==> config.mk <==
export PLATFORM = sky130hd
export DESIGN_NAME = txja_cfg_bank
export DESIGN_NICKNAME = d
export VERILOG_FILES = /design/src/txja_cfg_bank.v /design/src/txja_chan_cfg.v
export VERILOG_INCLUDE_DIRS = /design/src
export SDC_FILE = /design/constraint.sdc
export NUM_CORES = 1
export LEC_CHECK = 0
export ABC_AREA = 0
export BUFFER_PORTS_ARGS = -buffer_cell sky130_fd_sc_hd__clkbuf_2
export CAP_MARGIN = 40
export CORE_MARGIN = 1
export CORE_UTILIZATION = 35
export CTS_BUF_LIST = sky130_fd_sc_hd__clkbuf_8
export CTS_CLUSTER_SIZE = 12
export DETAILED_ROUTE_END_ITERATION = 16
export PLACE_DENSITY = 0.63
export SETUP_SLACK_MARGIN = 0.02
export SLEW_MARGIN = 20
export SYNTH_ARGS = -nofsm -noshare
export SYNTH_HDL_FRONTEND = slang
export SYNTH_HIERARCHICAL = 1
export SYNTH_SLANG_ARGS = --single-unit
==> constraint.sdc <==
create_clock -name pclk -period 3 [get_ports pclk]
set_clock_uncertainty 0.2 [all_clocks]
set_input_delay 0.75 -clock pclk [delete_from_list [all_inputs] [get_ports pclk]]
set_output_delay 0.75 -clock pclk [all_outputs]
set_load 0.01 [all_outputs]
==> src/txja_regs.vh <==
// register map and field constants for the tx path and jitter attenuator config bank
`ifndef TXJA_REGS_VH
`define TXJA_REGS_VH
`define TXJA_IDX_JCFG 8'h01
`define TXJA_IDX_TXC0 8'h02
`define TXJA_IDX_TXC1 8'h03
`define TXJA_IDX_CHIND 8'h80
`define TXJA_IDX_STATUS 8'h90
`define TXJA_IDX_MASK 8'h91
`define TXJA_IDX_SRC 8'h92
`define TXJA_CH_STRIDE 8'h40
`define TXJA_RST_JCFG 8'h00
`define TXJA_RST_TXC0 8'h00
`define TXJA_RST_TXC1 8'h10
`define TXJA_RST_CHIND 8'h00
`define TXJA_MASK_JCFG 8'h3f
`define TXJA_MASK_TXC0 8'h1f
`define TXJA_MASK_TXC1 8'h3f
`define TXJA_BIT_LIMIT 5
`define TXJA_BIT_BW 0
`define TXJA_BIT_TOFF 4
`define TXJA_BIT_INV 3
`define TXJA_BIT_EDGE 2
`define TXJA_BIT_MONOFF 5
`define TXJA_BIT_FLOAT 4
`define TXJA_PL_TX 2'b01
`define TXJA_PL_RX 2'b11
`define TXJA_DP_128 2'b00
`define TXJA_DP_64 2'b01
`define TXJA_DEPTH_128 8'h80
`define TXJA_DEPTH_64 8'h40
`define TXJA_DEPTH_32 8'h20
`define TXJA_MD_HDB3 2'b00
`define TXJA_MD_AMI 2'b01
`define TXJA_PS_USER 2'b11
`define TXJA_PS_E1MAX 4'h1
`define TXJA_PS_T1SHMAX 4'h6
`define TXJA_PS_J1 4'h7
`define TXJA_PS_LH_MSB 2'b10
`define TXJA_WF_E1 3'h0
`define TXJA_WF_T1SH 3'h1
`define TXJA_WF_J1 3'h2
`define TXJA_WF_LH 3'h3
`define TXJA_WF_USER 3'h4
`endif

==> src/txja_cfg_bank.v <==
// four-channel tx path and jitter attenuator configuration bank with apb slave
`timescale 1ns/100ps
`include "txja_regs.vh"
module txja_cfg_bank #(
	parameter NCH = 4
) (
	input wire pclk,
	input wire presetn,
	input wire psel,
	input wire penable,
	input wire pwrite,
	input wire [31:0] paddr,
	input wire [31:0] pwdata,
	output reg [31:0] prdata,
	output wire pready,
	output wire pslverr,
	input wire [NCH-1:0] chan_irq_event,
	output wire irq,
	output wire [NCH-1:0] wide_jitter_limit_mode,
	output wire [NCH-1:0] atten_in_tx,
	output wire [NCH-1:0] atten_in_rx,
	output wire [NCH*8-1:0] atten_depth_bits,
	output wire [NCH-1:0] atten_bandwidth_sel,
	output wire [NCH-1:0] tx_power_down,
	output wire [NCH-1:0] line_driver_float,
	output wire [NCH-1:0] tx_data_polarity,
	output wire [NCH-1:0] tx_sample_edge_sel,
	output wire [NCH-1:0] enc_hdb3_b8zs,
	output wire [NCH-1:0] enc_ami,
	output wire [NCH-1:0] enc_bypass_dual_rail,
	output wire [NCH-1:0] driver_fail_monitor_en,
	output wire [NCH*3-1:0] pulse_family,
	output wire [NCH*4-1:0] pulse_template_sel
);
	////////////////////////////////////////////////////////////////
	wire acc = psel & penable;
	wire wr = acc & pwrite;
	wire aligned = (paddr[1:0] == 2'b00) && (paddr[31:10] == 22'h000000);
	wire [7:0] idx = paddr[9:2];
	wire [7:0] jcfg_v [0:NCH-1];
	wire [7:0] txc0_v [0:NCH-1];
	wire [7:0] txc1_v [0:NCH-1];
	wire [NCH-1:0] hit;
	wire [NCH-1:0] hit_jcfg;
	wire [NCH-1:0] hit_txc0;
	wire [NCH-1:0] hit_txc1;
	reg [NCH-1:0] status_q;
	reg [NCH-1:0] mask_q;
	reg [7:0] chind_q;
	assign pready = 1'b1;
	////////////////////////////////////////////////////////////////
	genvar g;
	generate
		for (g = 0; g < NCH; g = g + 1) begin : ch
			wire [31:0] base_w = g * `TXJA_CH_STRIDE;
			wire [7:0] base = base_w[7:0];
			wire h_j = aligned && (idx == (base | `TXJA_IDX_JCFG));
			wire h_0 = aligned && (idx == (base | `TXJA_IDX_TXC0));
			wire h_1 = aligned && (idx == (base | `TXJA_IDX_TXC1));
			assign hit_jcfg[g] = h_j;
			assign hit_txc0[g] = h_0;
			assign hit_txc1[g] = h_1;
			assign hit[g] = h_j | h_0 | h_1;
			txja_chan_cfg u_cfg (
				.pclk(pclk),
				.presetn(presetn),
				.wr_jcfg(wr & h_j),
				.wr_txc0(wr & h_0),
				.wr_txc1(wr & h_1),
				.wdata(pwdata[7:0]),
				.jcfg_q(jcfg_v[g]),
				.txc0_q(txc0_v[g]),
				.txc1_q(txc1_v[g]),
				.wide_jitter_limit_mode(wide_jitter_limit_mode[g]),
				.atten_in_tx(atten_in_tx[g]),
				.atten_in_rx(atten_in_rx[g]),
				.atten_depth_bits(atten_depth_bits[g*8 +: 8]),
				.atten_bandwidth_sel(atten_bandwidth_sel[g]),
				.tx_power_down(tx_power_down[g]),
				.line_driver_float(line_driver_float[g]),
				.tx_data_polarity(tx_data_polarity[g]),
				.tx_sample_edge_sel(tx_sample_edge_sel[g]),
				.enc_hdb3_b8zs(enc_hdb3_b8zs[g]),
				.enc_ami(enc_ami[g]),
				.enc_bypass_dual_rail(enc_bypass_dual_rail[g]),
				.driver_fail_monitor_en(driver_fail_monitor_en[g]),
				.pulse_family(pulse_family[g*3 +: 3]),
				.pulse_template_sel(pulse_template_sel[g*4 +: 4])
			);
		end
	endgenerate
	////////////////////////////////////////////////////////////////
	wire h_chind = aligned && (idx == `TXJA_IDX_CHIND);
	wire h_stat = aligned && (idx == `TXJA_IDX_STATUS);
	wire h_mask = aligned && (idx == `TXJA_IDX_MASK);
	wire h_src = aligned && (idx == `TXJA_IDX_SRC);
	wire mapped = (|hit) | h_chind | h_stat | h_mask | h_src;
	assign pslverr = acc & ~mapped;
	integer i;
	reg [7:0] chind_d;
	// channel flags spread to even bits
	always @* begin
		chind_d = 8'h00;
		for (i = 0; i < NCH; i = i + 1)
			chind_d[2*i] = status_q[i];
	end
	always @(posedge pclk or negedge presetn) begin
		if (!presetn) begin
			status_q <= {NCH{1'b0}};
			mask_q <= {NCH{1'b0}};
			chind_q <= `TXJA_RST_CHIND;
		end else begin
			// set wins over write-one-to-clear
			status_q <= (status_q & ~((wr & h_stat) ? pwdata[NCH-1:0] : {NCH{1'b0}})) | chan_irq_event;
			if (wr & h_mask)
				mask_q <= pwdata[NCH-1:0];
			chind_q <= chind_d;
		end
	end
	assign irq = |(status_q & mask_q);
	////////////////////////////////////////////////////////////////
	// read data registered on the setup cycle, valid at access
	integer k;
	reg [7:0] rd_d;
	always @* begin
		rd_d = 8'h00;
		for (k = 0; k < NCH; k = k + 1) begin
			if (hit_jcfg[k])
				rd_d = jcfg_v[k];
			if (hit_txc0[k])
				rd_d = txc0_v[k];
			if (hit_txc1[k])
				rd_d = txc1_v[k];
		end
		if (h_chind)
			rd_d = chind_q;
		if (h_stat)
			rd_d = {{(8-NCH){1'b0}}, status_q};
		if (h_mask)
			rd_d = {{(8-NCH){1'b0}}, mask_q};
		if (h_src)
			rd_d = {{(8-NCH){1'b0}}, chan_irq_event};
	end
	always @(posedge pclk or negedge presetn) begin
		if (!presetn)
			prdata <= 32'h00000000;
		else if (psel & ~penable & ~pwrite)
			prdata <= {24'h000000, rd_d};
	end
endmodule

==> src/txja_chan_cfg.v <==
// one channel of configuration registers with decoded controls
`timescale 1ns/100ps
`include "txja_regs.vh"
module txja_chan_cfg (
	input wire pclk,
	input wire presetn,
	input wire wr_jcfg,
	input wire wr_txc0,
	input wire wr_txc1,
	input wire [7:0] wdata,
	output reg [7:0] jcfg_q,
	output reg [7:0] txc0_q,
	output reg [7:0] txc1_q,
	output wire wide_jitter_limit_mode,
	output wire atten_in_tx,
	output wire atten_in_rx,
	output reg [7:0] atten_depth_bits,
	output wire atten_bandwidth_sel,
	output wire tx_power_down,
	output wire line_driver_float,
	output wire tx_data_polarity,
	output wire tx_sample_edge_sel,
	output wire enc_hdb3_b8zs,
	output wire enc_ami,
	output wire enc_bypass_dual_rail,
	output wire driver_fail_monitor_en,
	output reg [2:0] pulse_family,
	output wire [3:0] pulse_template_sel
);
	always @(posedge pclk or negedge presetn) begin
		if (!presetn) begin
			jcfg_q <= `TXJA_RST_JCFG;
			txc0_q <= `TXJA_RST_TXC0;
			txc1_q <= `TXJA_RST_TXC1;
		end else begin
			if (wr_jcfg)
				jcfg_q <= wdata & `TXJA_MASK_JCFG;
			if (wr_txc0)
				txc0_q <= wdata & `TXJA_MASK_TXC0;
			if (wr_txc1)
				txc1_q <= wdata & `TXJA_MASK_TXC1;
		end
	end
	assign wide_jitter_limit_mode = jcfg_q[`TXJA_BIT_LIMIT];
	assign atten_in_tx = (jcfg_q[4:3] == `TXJA_PL_TX);
	assign atten_in_rx = (jcfg_q[4:3] == `TXJA_PL_RX);
	always @* begin
		case (jcfg_q[2:1])
		`TXJA_DP_128: atten_depth_bits = `TXJA_DEPTH_128;
		`TXJA_DP_64: atten_depth_bits = `TXJA_DEPTH_64;
		default: atten_depth_bits = `TXJA_DEPTH_32;
		endcase
	end
	assign atten_bandwidth_sel = jcfg_q[`TXJA_BIT_BW];
	assign tx_power_down = txc0_q[`TXJA_BIT_TOFF];
	// driver floats on power down or float bit
	assign line_driver_float = txc0_q[`TXJA_BIT_TOFF] | txc1_q[`TXJA_BIT_FLOAT];
	assign tx_data_polarity = txc0_q[`TXJA_BIT_INV];
	assign tx_sample_edge_sel = txc0_q[`TXJA_BIT_EDGE];
	assign enc_hdb3_b8zs = (txc0_q[1:0] == `TXJA_MD_HDB3);
	assign enc_ami = (txc0_q[1:0] == `TXJA_MD_AMI);
	assign enc_bypass_dual_rail = txc0_q[1];
	assign driver_fail_monitor_en = ~txc1_q[`TXJA_BIT_MONOFF];
	assign pulse_template_sel = txc1_q[3:0];
	always @* begin
		if (txc1_q[3:2] == `TXJA_PS_USER)
			pulse_family = `TXJA_WF_USER;
		else if (txc1_q[3:2] == `TXJA_PS_LH_MSB)
			pulse_family = `TXJA_WF_LH;
		else if (txc1_q[3:0] <= `TXJA_PS_E1MAX)
			pulse_family = `TXJA_WF_E1;
		else if (txc1_q[3:0] <= `TXJA_PS_T1SHMAX)
			pulse_family = `TXJA_WF_T1SH;
		else if (txc1_q[3:0] == `TXJA_PS_J1)
			pulse_family = `TXJA_WF_J1;
		else
			pulse_family = `TXJA_WF_USER;
	end
endmodule

==> results.yml, run 1 <==
status:
  status: "finished, violations left"
  violations: "setup timing"
synthesis:
  synth-simple-area-share: 0.183
  synthAdderAreaFrac: 0
  synth-xor-area-share: 0
  synth-async-reset-ratio: 1.00
  synth_top_family_by_area: "simple AND/OR/NAND/NOR gates"
  netlist_instances: 649
  syn-cell-area_um2: 6310
  synth_area_per_cell_um2: 9.72
  synth_cell_types: 63
  synthMuxAreaShare: 0.154
  synth_area_leaders: "dfrtp_1, buf_4, mux2_4"
  yosysWarnings: 6
  synth_top_area_frac: 0.333
  ys_seq_elements: 88
  ys.flop_type: "dfrtp_1"
  synth-edff-count: 0
  synth_top_area_cell: "dfrtp_1"
  ys_seq_area_frac: 0.350
  synth-compound-area-share: 0.138
clock_tree:
  clk_pin_slew_ps: 90
  cts_tree: "yes"
  clk_path_buf_depth: 2
  h-tree-depth: 3
  clk_latency_ps: 380
  cts_buffers: 9
  ctsRootBufferMaster: "clkbuf_8"
  hold_buffers: 0
  cts_num_sinks: 88
floorplanning:
  dieWidth_um: 136
  core_um2: 17500
  io_pins: 216
  dieArea_um2: 18600
  floorplan.rows: 48
  start_util: 0.361
  die_h_um: 136
sta:
  worst_slew_pin_slew_ps: 487
  fin_crit_ps: 3150
  setup_tns_ps: -154
  setup_viol: 1
  rsz0062_at_grt: "true"
  hold_viol_final: 0
  fmax_mhz: 317
  slew_headroom: 0.671
  slew_violations: 0
  min_period_over_period: 1.05
  setup_ws_ps: -154
detailed_routing:
  vias: 5391
  routed_via_density: 5.07
  dr.max_layer_used: "met4"
  wl_met1_mm: 8.97
  wl_met3_mm: 1.17
  firstDrtPassIters: 9
  first_iter_violations: 320
  route.detailed.drc: 0
  routed_wl_mm: 19.2
  wire_per_inst_um: 18.1
  drtAntennaViolNets: 0
  dr_wl_met2_mm: 8.60
setup_path:
  cp-start-kind: "primary input"
  startpoint: "paddr[2]"
  critPathKind: "in2out"
  r2r_end: "prdata[2]"
  worstSetupEndpoint: "pslverr"
  ff2ff_setup_slack_ps: 750
  reg2reg_depth: 7
  arrival_ps: 2200
  path_max_fanout: 9
  endpoint_kind: "output port"
  timing.rr.start: "ch[0].u_cfg/txc1_q[2]"
  worstPathRequired_ps: 2050
worst_hold_path:
  min_path_type: "in2async"
final_layout:
  synthToLayoutAreaGrowth_pct: 21.2
  final_common_cell: "clkbuf_2"
  final_cell_mix: "clkbuf_2, buf_4, dfrtp_1"
  n_antenna_cell: 0
  num-nets-final: 906
  postLayoutCellArea_um2: 7640
  drive_gt1_frac: 0.445
placed_design:
  place_hpwl_mm: 14.6
  place_worst_setup_slack_ps: -283
  routabilityCongestion: 0.881
  dpl_cell_area_um2: 7310
  port_buffers: 144
global_route:
  antenna_found_initial: 0
  grt_usage: 0.209
  grt_pass1_vias: 5002
  grt_max_degree: 44
  grt_first_pass_wirelength_mm: 29.1
  grt_overflow: 0
power_and_ir_drop:
  p_leak_uw: 0.00371
  powerDensity_nw_per_um2: 308
  ir_worst_vdd_v: 0.000188
flow_run:
  cap_violations: 0
[worst min path at each step]
stage	slack [ps]	end	start	depth (start not counted)
floorplan	190	chind_q[4]	status_q[2]	0
global placement	240	chind_q[6]	status_q[3]	0
detailed placement	250	chind_q[2]	status_q[1]	0
CTS	90	status_q[1]	presetn	1
global route	110	prdata[1]	presetn	1
finish	90	status_q[1]	presetn	1
[critical path, stage by stage]
cell and delay (ps):
clkbuf_2 90, buf_4 150, buf_4 170, nor2_1 140, nand2_1 180, nor4_2 350, buf_4 190, nor3_1 50
buf_2 140
[through the flow]
stage | hold WS, ps | power, uW | instances | util
after floorplan | 195 | 1400 | 716 | -
after global placement | 240 | 1480 | 1040 | 0.418
after detailed placement | 245 | 1480 | 1040 | 0.418
after CTS | 93.1 | 2360 | 1065 | 0.436
after global routing | 106 | 2440 | 1063 | 0.437
final | 94.3 | 2350 | 1063 | 0.437
[cell usage after synthesis (3+ instances only)]
library cell  number
a21o_1             8
a21oi_1           26
a221oi_1           4
a222oi_1           3
a22o_1             5
a22oi_1           14
a31oi_1            4
and2_1            10
and3_1             3
buf_2              7
buf_4            113
buf_6              9
clkbuf_1          16
conb_1             6
dfrtp_1           84
dfstp_2            4
inv_1              9
mux2_2            32
mux2_4            40
nand2_1           45
nand2b_1           3
nand3_1            9
nand4_1            4
nand4b_1           4
nor2_1            41
nor2b_1           15
nor3_1            19
nor4_1            12
nor4_4             5
nor4b_2            3
o211ai_1           6
o21ai_0           27
o22ai_1           12
or2_2              4
or3_1              3
[repair_timing]
action / 4_1_cts / 5_1_grt
resized for setup: 7 / 8
buffers inserted: 9 / 1
hold endpoints to repair: 0 / 0
setup endpoints to repair: 1 / 3
pin swaps: 6 / 9
cloned: 0 / 0
[sequential cells by signal (all words and copies together) (netlist names)]
signal,cells
status_q,4
mask_q,4
ch.u_cfg/jcfg_q,24
chind_q,4
ch.u_cfg/txc1_q,24
ch.u_cfg/txc0_q,20
prdata,8
[cells by family after synthesis]
logic type,after synthesis
compound gates,131
flops,88
buf+inv,155
mux,73
simple gates,196
other cells,6
[final cells by class]
cell class | instances | area (um2)
Timing Repair Buffer | 252 | 1550
Tap cell | 225 | 282
Fill cell | 1752 | 9830
Clock inverter | 5 | 62.6
Multi-Input combinational cell | 473 | 3360
Clock buffer | 11 | 151
Inverter | 9 | 33.8
Sequential cell | 88 | 2210
[power by group]
part	internal, uW	leakage [uW]	switching [uW]
sequential	1190	0.00113	3.56
clock	435	0.000102	451
combinational	94.4	0.00248	179
total	1720	0.00371	634
[metal layers]
| layer | GRT usage | up-vias |
|---|---|---|
| met5 | 0 | - |
| met4 | 0.0753 | 0 |
| li1 | - | 2521 |
| met2 | 0.315 | 246 |
| met1 | 0.299 | 2593 |
| met3 | 0.0313 | 31 |
No activity file was read; power rests on OpenSTA's default activity.
==> run 2, diff against run 1 <==
--- a/config.mk
+++ b/config.mk
@@ -10,13 +10,12 @@
 export BUFFER_PORTS_ARGS = -buffer_cell sky130_fd_sc_hd__clkbuf_2
 export CAP_MARGIN = 40
 export CORE_MARGIN = 1
-export CORE_UTILIZATION = 35
+export CORE_UTILIZATION = 45
 export CTS_BUF_LIST = sky130_fd_sc_hd__clkbuf_8
 export CTS_CLUSTER_SIZE = 12
 export DETAILED_ROUTE_END_ITERATION = 16
-export PLACE_DENSITY = 0.63
+export PLACE_DENSITY = 0.78
 export SETUP_SLACK_MARGIN = 0.02
-export SLEW_MARGIN = 20
 export SYNTH_ARGS = -nofsm -noshare
 export SYNTH_HDL_FRONTEND = slang
 export SYNTH_HIERARCHICAL = 1
==> results.yml, run 2 (synthesized netlist as in run 1, its figures left out) <==
final_layout:
  final_common_cell: "clkbuf_2"
  largestRegisters: "ch.u_cfg/jcfg_q: 24 flops, ch.u_cfg/txc1_q: 24 flops, ch.u_cfg/txc0_q: 20 flops"
  postLayoutCellArea_um2: 7560
  drive_gt1_frac: 0.445
  num-nets-final: 902
  synthToLayoutAreaGrowth_pct: 19.8
  n_antenna_cell: 0
  final_cell_mix: "clkbuf_2, buf_4, dfrtp_1"
  n_fill_cell: 1213
setup_path:
  reg2reg_depth: 7
  crit_family: "simple AND/OR/NAND/NOR gates"
  crit_chain: "buf_6 -> nor4_4 -> and4_4 -> nand2_4 -> nor3_4 -> nand3_1 -> nand4_1 -> nor3_2 -> buf_2"
  path_max_fanout: 4
  ff2ff_setup_slack_ps: 880
  timing.rr.start: "ch[0].u_cfg/txc1_q[2]"
  r2r_end: "prdata[2]"
  critical-path-max-stage-delay_ps: 300
  endpoint_kind: "output port"
  arrival_ps: 2100
  worstPathRequired_ps: 2050
  crit_buf_inv: 2
  cp-start-kind: "primary input"
  critPathKind: "in2out"
  cpMaxStageDelayCell: "nor4_4"
global_route:
  antenna_found_initial: 0
  grt_max_degree: 47
  grt_pass1_vias: 5276
  grt_usage: 0.255
  grt_first_pass_wirelength_mm: 28.3
  grt_overflow: 0
power_and_ir_drop:
  p_leak_uw: 0.00371
  ir_worst_vdd_v: 0.000216
  powerDensity_nw_per_um2: 299
sta:
  worst_slew_pin_slew_ps: 587
  setup_viol: 1
  fin_crit_ps: 3050
  slew_violations: 0
  min_period_over_period: 1.02
  setup_ws_ps: -47.0
  hold_viol_final: 0
  rsz0062_at_grt: "true"
  fmax_mhz: 328
  setup_tns_ps: -47.0
  slew_headroom: 0.608
status:
  violations: "setup timing"
  status: "finished, violations left"
clock_tree:
  ctsRootBufferMaster: "clkbuf_8"
  hold_buffers: 0
  h-tree-depth: 3
  cts_buffers: 9
  clk_pin_slew_ps: 80
  clk_path_buf_depth: 2
  cts_num_sinks: 88
  cts_tree: "yes"
  clk_latency_ps: 360
worst_hold_path:
  min_path_type: "in2async"
detailed_routing:
  firstDrtPassIters: 6
  drtAntennaViolNets: 0
  route.detailed.drc: 0
  wire_per_inst_um: 18.0
  routed_via_density: 5.37
  routed_wl_mm: 18.2
  vias: 5425
  first_iter_violations: 399
placed_design:
  dpl_cell_area_um2: 7260
  routabilityCongestion: 0.936
  port_buffers: 144
  place_hpwl_mm: 13.9
  place_worst_setup_slack_ps: -241
floorplanning:
  core_um2: 13500
  die_h_um: 120
  start_util: 0.469
  dieArea_um2: 14500
  dieWidth_um: 120
  io_pins: 216
  floorplan.rows: 42
flow_run:
  cap_violations: 0
run 2: changes by cell type in the layout (fill, tap and decap cells not counted), moves of 2 or more:
cell	previous run	this run
buf_6	1	3
clkinv_2	0	2
nor3_1	17	15
clkbuf_2	141	139
inv_1	9	12
buf_4	108	104
clkbuf_8	11	9
nor3_2	1	3
run 2: through the flow:
stage	total power, uW	utilization	hold WS, ps	instances
floorplan	1400	-	195	716
global placement	1480	0.540	216	993
detailed placement	1480	0.540	232	993
CTS	2260	0.559	194	1010
global route	2350	0.562	226	1010
finish	2260	0.562	184	1010
run 2: final cells by class:
type / instances / area (um2) / area share
Tap cell: 176 / 220 / 0.0291
Multi-Input combinational cell: 473 / 3380 / 0.447
Timing Repair Buffer: 248 / 1540 / 0.203
Clock buffer: 9 / 124 / 0.0164
Clock inverter: 7 / 58.8 / 0.00778
Inverter: 9 / 33.8 / 0.00447
Sequential cell: 88 / 2210 / 0.292
run 2: worst max-delay path by stage:
stage | startpoint | end | cells after the start
global placement | paddr[21] | pslverr | 9
floorplan | paddr[1] | ch[0].u_cfg/txc0_q[0] | 6
CTS | paddr[10] | pslverr | 9
finish | paddr[1] | pslverr | 9
global route | paddr[1] | pslverr | 9
detailed placement | paddr[24] | pslverr | 9
run 2: worst register-to-register path: stages (launching register included):
cell	delay [ps]
dfrtp_1	460
mux2_2	330
a22oi_1	140
o22ai_1	90
a21boi_0	210
o311ai_0	170
a31oi_1	290
o21ai_0	110
run 2: per-layer routing:
metal	vias to the layer above	track usage	share of wire
met5	-	0	0
met4	0	0.0787	0.018
met3	26	0.0467	0.072
met2	264	0.405	0.47
met1	2616	0.354	0.44
li1	2519	-	-
run 2: what timing repair did:
item,4_1_cts,5_1_grt
buffers inserted,1,0
endpoints found under the setup margin,1,2
pin swaps,6,9
gates resized for setup,13,14
run 2: where the power goes:
part           leakage, uW  internal [uW]  switching, uW
Clock             0.000103            373            414
Combinational      0.00248           99.6            179
Sequential         0.00113           1190           3.46
==> run 3, diff against run 2 <==
--- a/config.mk
+++ b/config.mk
@@ -9,13 +9,14 @@
 export ABC_AREA = 0
 export BUFFER_PORTS_ARGS = -buffer_cell sky130_fd_sc_hd__clkbuf_2
 export CAP_MARGIN = 40
-export CORE_MARGIN = 1
+export CORE_MARGIN = 8
 export CORE_UTILIZATION = 45
 export CTS_BUF_LIST = sky130_fd_sc_hd__clkbuf_8
 export CTS_CLUSTER_SIZE = 12
 export DETAILED_ROUTE_END_ITERATION = 16
 export PLACE_DENSITY = 0.78
 export SETUP_SLACK_MARGIN = 0.02
+export SKIP_LAST_GASP = 1
 export SYNTH_ARGS = -nofsm -noshare
 export SYNTH_HDL_FRONTEND = slang
 export SYNTH_HIERARCHICAL = 1
==> results.yml, run 3 (synthesized netlist as in run 1, its figures left out) <==
final_layout:
  multi_input_area_um2: 3390
  regArea_um2: 2210
  n_fill_cell: 1218
  layout.cells.non_filler: 1018
  final_common_cell: "clkbuf_2"
  final_cell_mix: "clkbuf_2, buf_4, dfrtp_1"
  num-nets-final: 906
  postLayoutCellArea_um2: 7620
  n_antenna_cell: 0
  synthToLayoutAreaGrowth_pct: 20.8
  drive_gt1_frac: 0.449
  largestRegisters: "ch.u_cfg/jcfg_q: 24 flops, ch.u_cfg/txc1_q: 24 flops, ch.u_cfg/txc0_q: 20 flops"
setup_path:
  arrival_ps: 3160
  cpMostUsedCell: "buf_4"
  cpMaxStageDelayCell: "a221o_1"
  reg2reg_depth: 7
  r2r_end: "prdata[2]"
  crit_buf_inv: 11
  crit_chain: "clkbuf_2 -> nor4_4 -> and4_4 -> nand2_4 -> nor3_4 -> buf_4 -> buf_4 -> buf_4 -> buf_4 -> buf_4 -> buf_4 -> buf_4 -> buf_4 -> buf_4 -> buf_4 -> a221o_1 -> a31oi_1 -> o22a_1"
  timing.rr.start: "ch[0].u_cfg/txc1_q[2]"
  ff2ff_setup_slack_ps: 820
  endpoint_kind: "flop"
  cp-start-kind: "primary input"
  path_max_fanout: 3
  crit_family: "buffers and inverters"
  worstPathRequired_ps: 3120
  critical-path-max-stage-delay_ps: 360
  critPathKind: "in2reg"
power_and_ir_drop:
  p_total_uw: 2340
  internal-power_uw: 1720
  power_switching_uw: 625
  p_comb_frac: 0.119
  seq_power_share: 0.511
  powerDensity_nw_per_um2: 307
  p_leak_uw: 0.00374
  switching_share: 0.267
  ir_worst_vdd_v: 0.000161
  pwr-share-clk: 0.370
detailed_routing:
  first_iter_violations: 451
  wire_per_inst_um: 19.5
  routed_via_density: 5.40
  firstDrtPassIters: 5
  route.detailed.drc: 0
  vias: 5494
  drtAntennaViolNets: 0
  routed_wl_mm: 19.8
floorplanning:
  dieArea_um2: 18100
  io_pins: 216
  core_um2: 13800
  dieWidth_um: 134
  start_util: 0.458
  floorplan.rows: 43
  die_h_um: 134
placed_design:
  port_buffers: 144
  dp_cells: 990
  place_hpwl_mm: 15.2
  routabilityCongestion: 0.924
  dpl_cell_area_um2: 7220
  place_worst_setup_slack_ps: -249
clock_tree:
  cts_num_sinks: 88
  ctsRootBufferMaster: "clkbuf_8"
  clk_path_buf_depth: 2
  clk_pin_slew_ps: 90
  cts_buffers: 9
  cts_tree: "yes"
  clk_latency_ps: 370
  h-tree-depth: 3
global_route:
  grt_overflow: 0
  grt_pass1_vias: 5376
  grt_usage: 0.214
  grt_first_pass_wirelength_mm: 30.3
  grt_max_degree: 40
  antenna_found_initial: 0
sta:
  fmax_mhz: 328
  slew_violations: 0
  worst_hold_slack_ps: 148
  worst_slew_pin_slew_ps: 537
  setup_ws_ps: -47.4
  min_period_over_period: 1.02
  fin_crit_ps: 3050
  setup_viol: 2
  rsz0062_at_grt: "true"
  hold_viol_final: 0
  slew_headroom: 0.642
status:
  violations: "setup timing"
  status: "finished, violations left"
worst_hold_path:
  min_path_type: "in2async"
flow_run:
  cap_violations: 0
## run 3: cell types whose count changed in the layout (fill, tap and decap cells not counted), moves of 2 or more
| cell | delta |
|---|---|
| buf_4 | +3 |
| clkbuf_8 | +2 |
| nor4_2 | -3 |
| buf_6 | -3 |
| clkbuf_2 | +3 |
| inv_1 | -2 |
| nor4_4 | +3 |
## run 3: final cells by class
class / count / area share
inverters: 9 / 0.00443
well taps: 180 / 0.0295
repair buffers: 252 / 0.204
flip-flops and latches: 88 / 0.290
clock buffers: 11 / 0.0199
clock inverters: 5 / 0.00722
multi-input cells: 473 / 0.445
## run 3: worst max path at each step
stage	endpoint	cells past startpoint	slack (ps)	from
after floorplan	ch[0].u_cfg/txc0_q[0]	6	10	paddr[1]
after global placement	pslverr	9	-210	paddr[12]
after detailed placement	pslverr	9	-250	paddr[12]
after CTS	pslverr	9	-80	paddr[25]
after global routing	pslverr	8	-120	paddr[7]
final	prdata[0]	18	-50	paddr[25]
## run 3: power by group through the flow
| stage | clock [uW] | sequential (uW) | combinational, uW |
|---|---|---|---|
| CTS | 876 | 1200 | 268 |
| global placement | 0 | 1220 | 259 |
| detailed placement | 0 | 1220 | 262 |
| finish | 867 | 1200 | 279 |
| floorplan | 0 | 1220 | 178 |
| global route | 922 | 1200 | 305 |
## run 3: what timing repair did
action / CTS / global route
endpoints found under the setup margin: 1 / 2
pin swaps: 5 / 11
resized for setup: 12 / 9
hold buffers: 0 / 0
buffers inserted: 9 / 3
## run 3: through the flow
stage	util	setup TNS (ps)
2_1_floorplan	-	0
3_3_place_gp	0.525	-5340
3_5_place_dp	0.525	-5900
4_1_cts	0.549	-78.0
5_1_grt	0.554	-288
6_report	0.554	-77.5
## run 3: worst register-to-register path, delay by kind of cell (launching register included)
kind,cells,cell delay (ps)
compound gates,6,1080
flops,1,460
mux,1,320
## run 3: layer usage
layer | track usage | part of all wire | vias up | wire, um
li1 | - | - | 2518 | -
met1 | 0.280 | 0.42 | 2668 | 8280
met2 | 0.342 | 0.48 | 275 | 9420
met3 | 0.0438 | 0.086 | 33 | 1700
met4 | 0.0792 | 0.022 | 0 | 429
met5 | 0 | 0 | - | 0
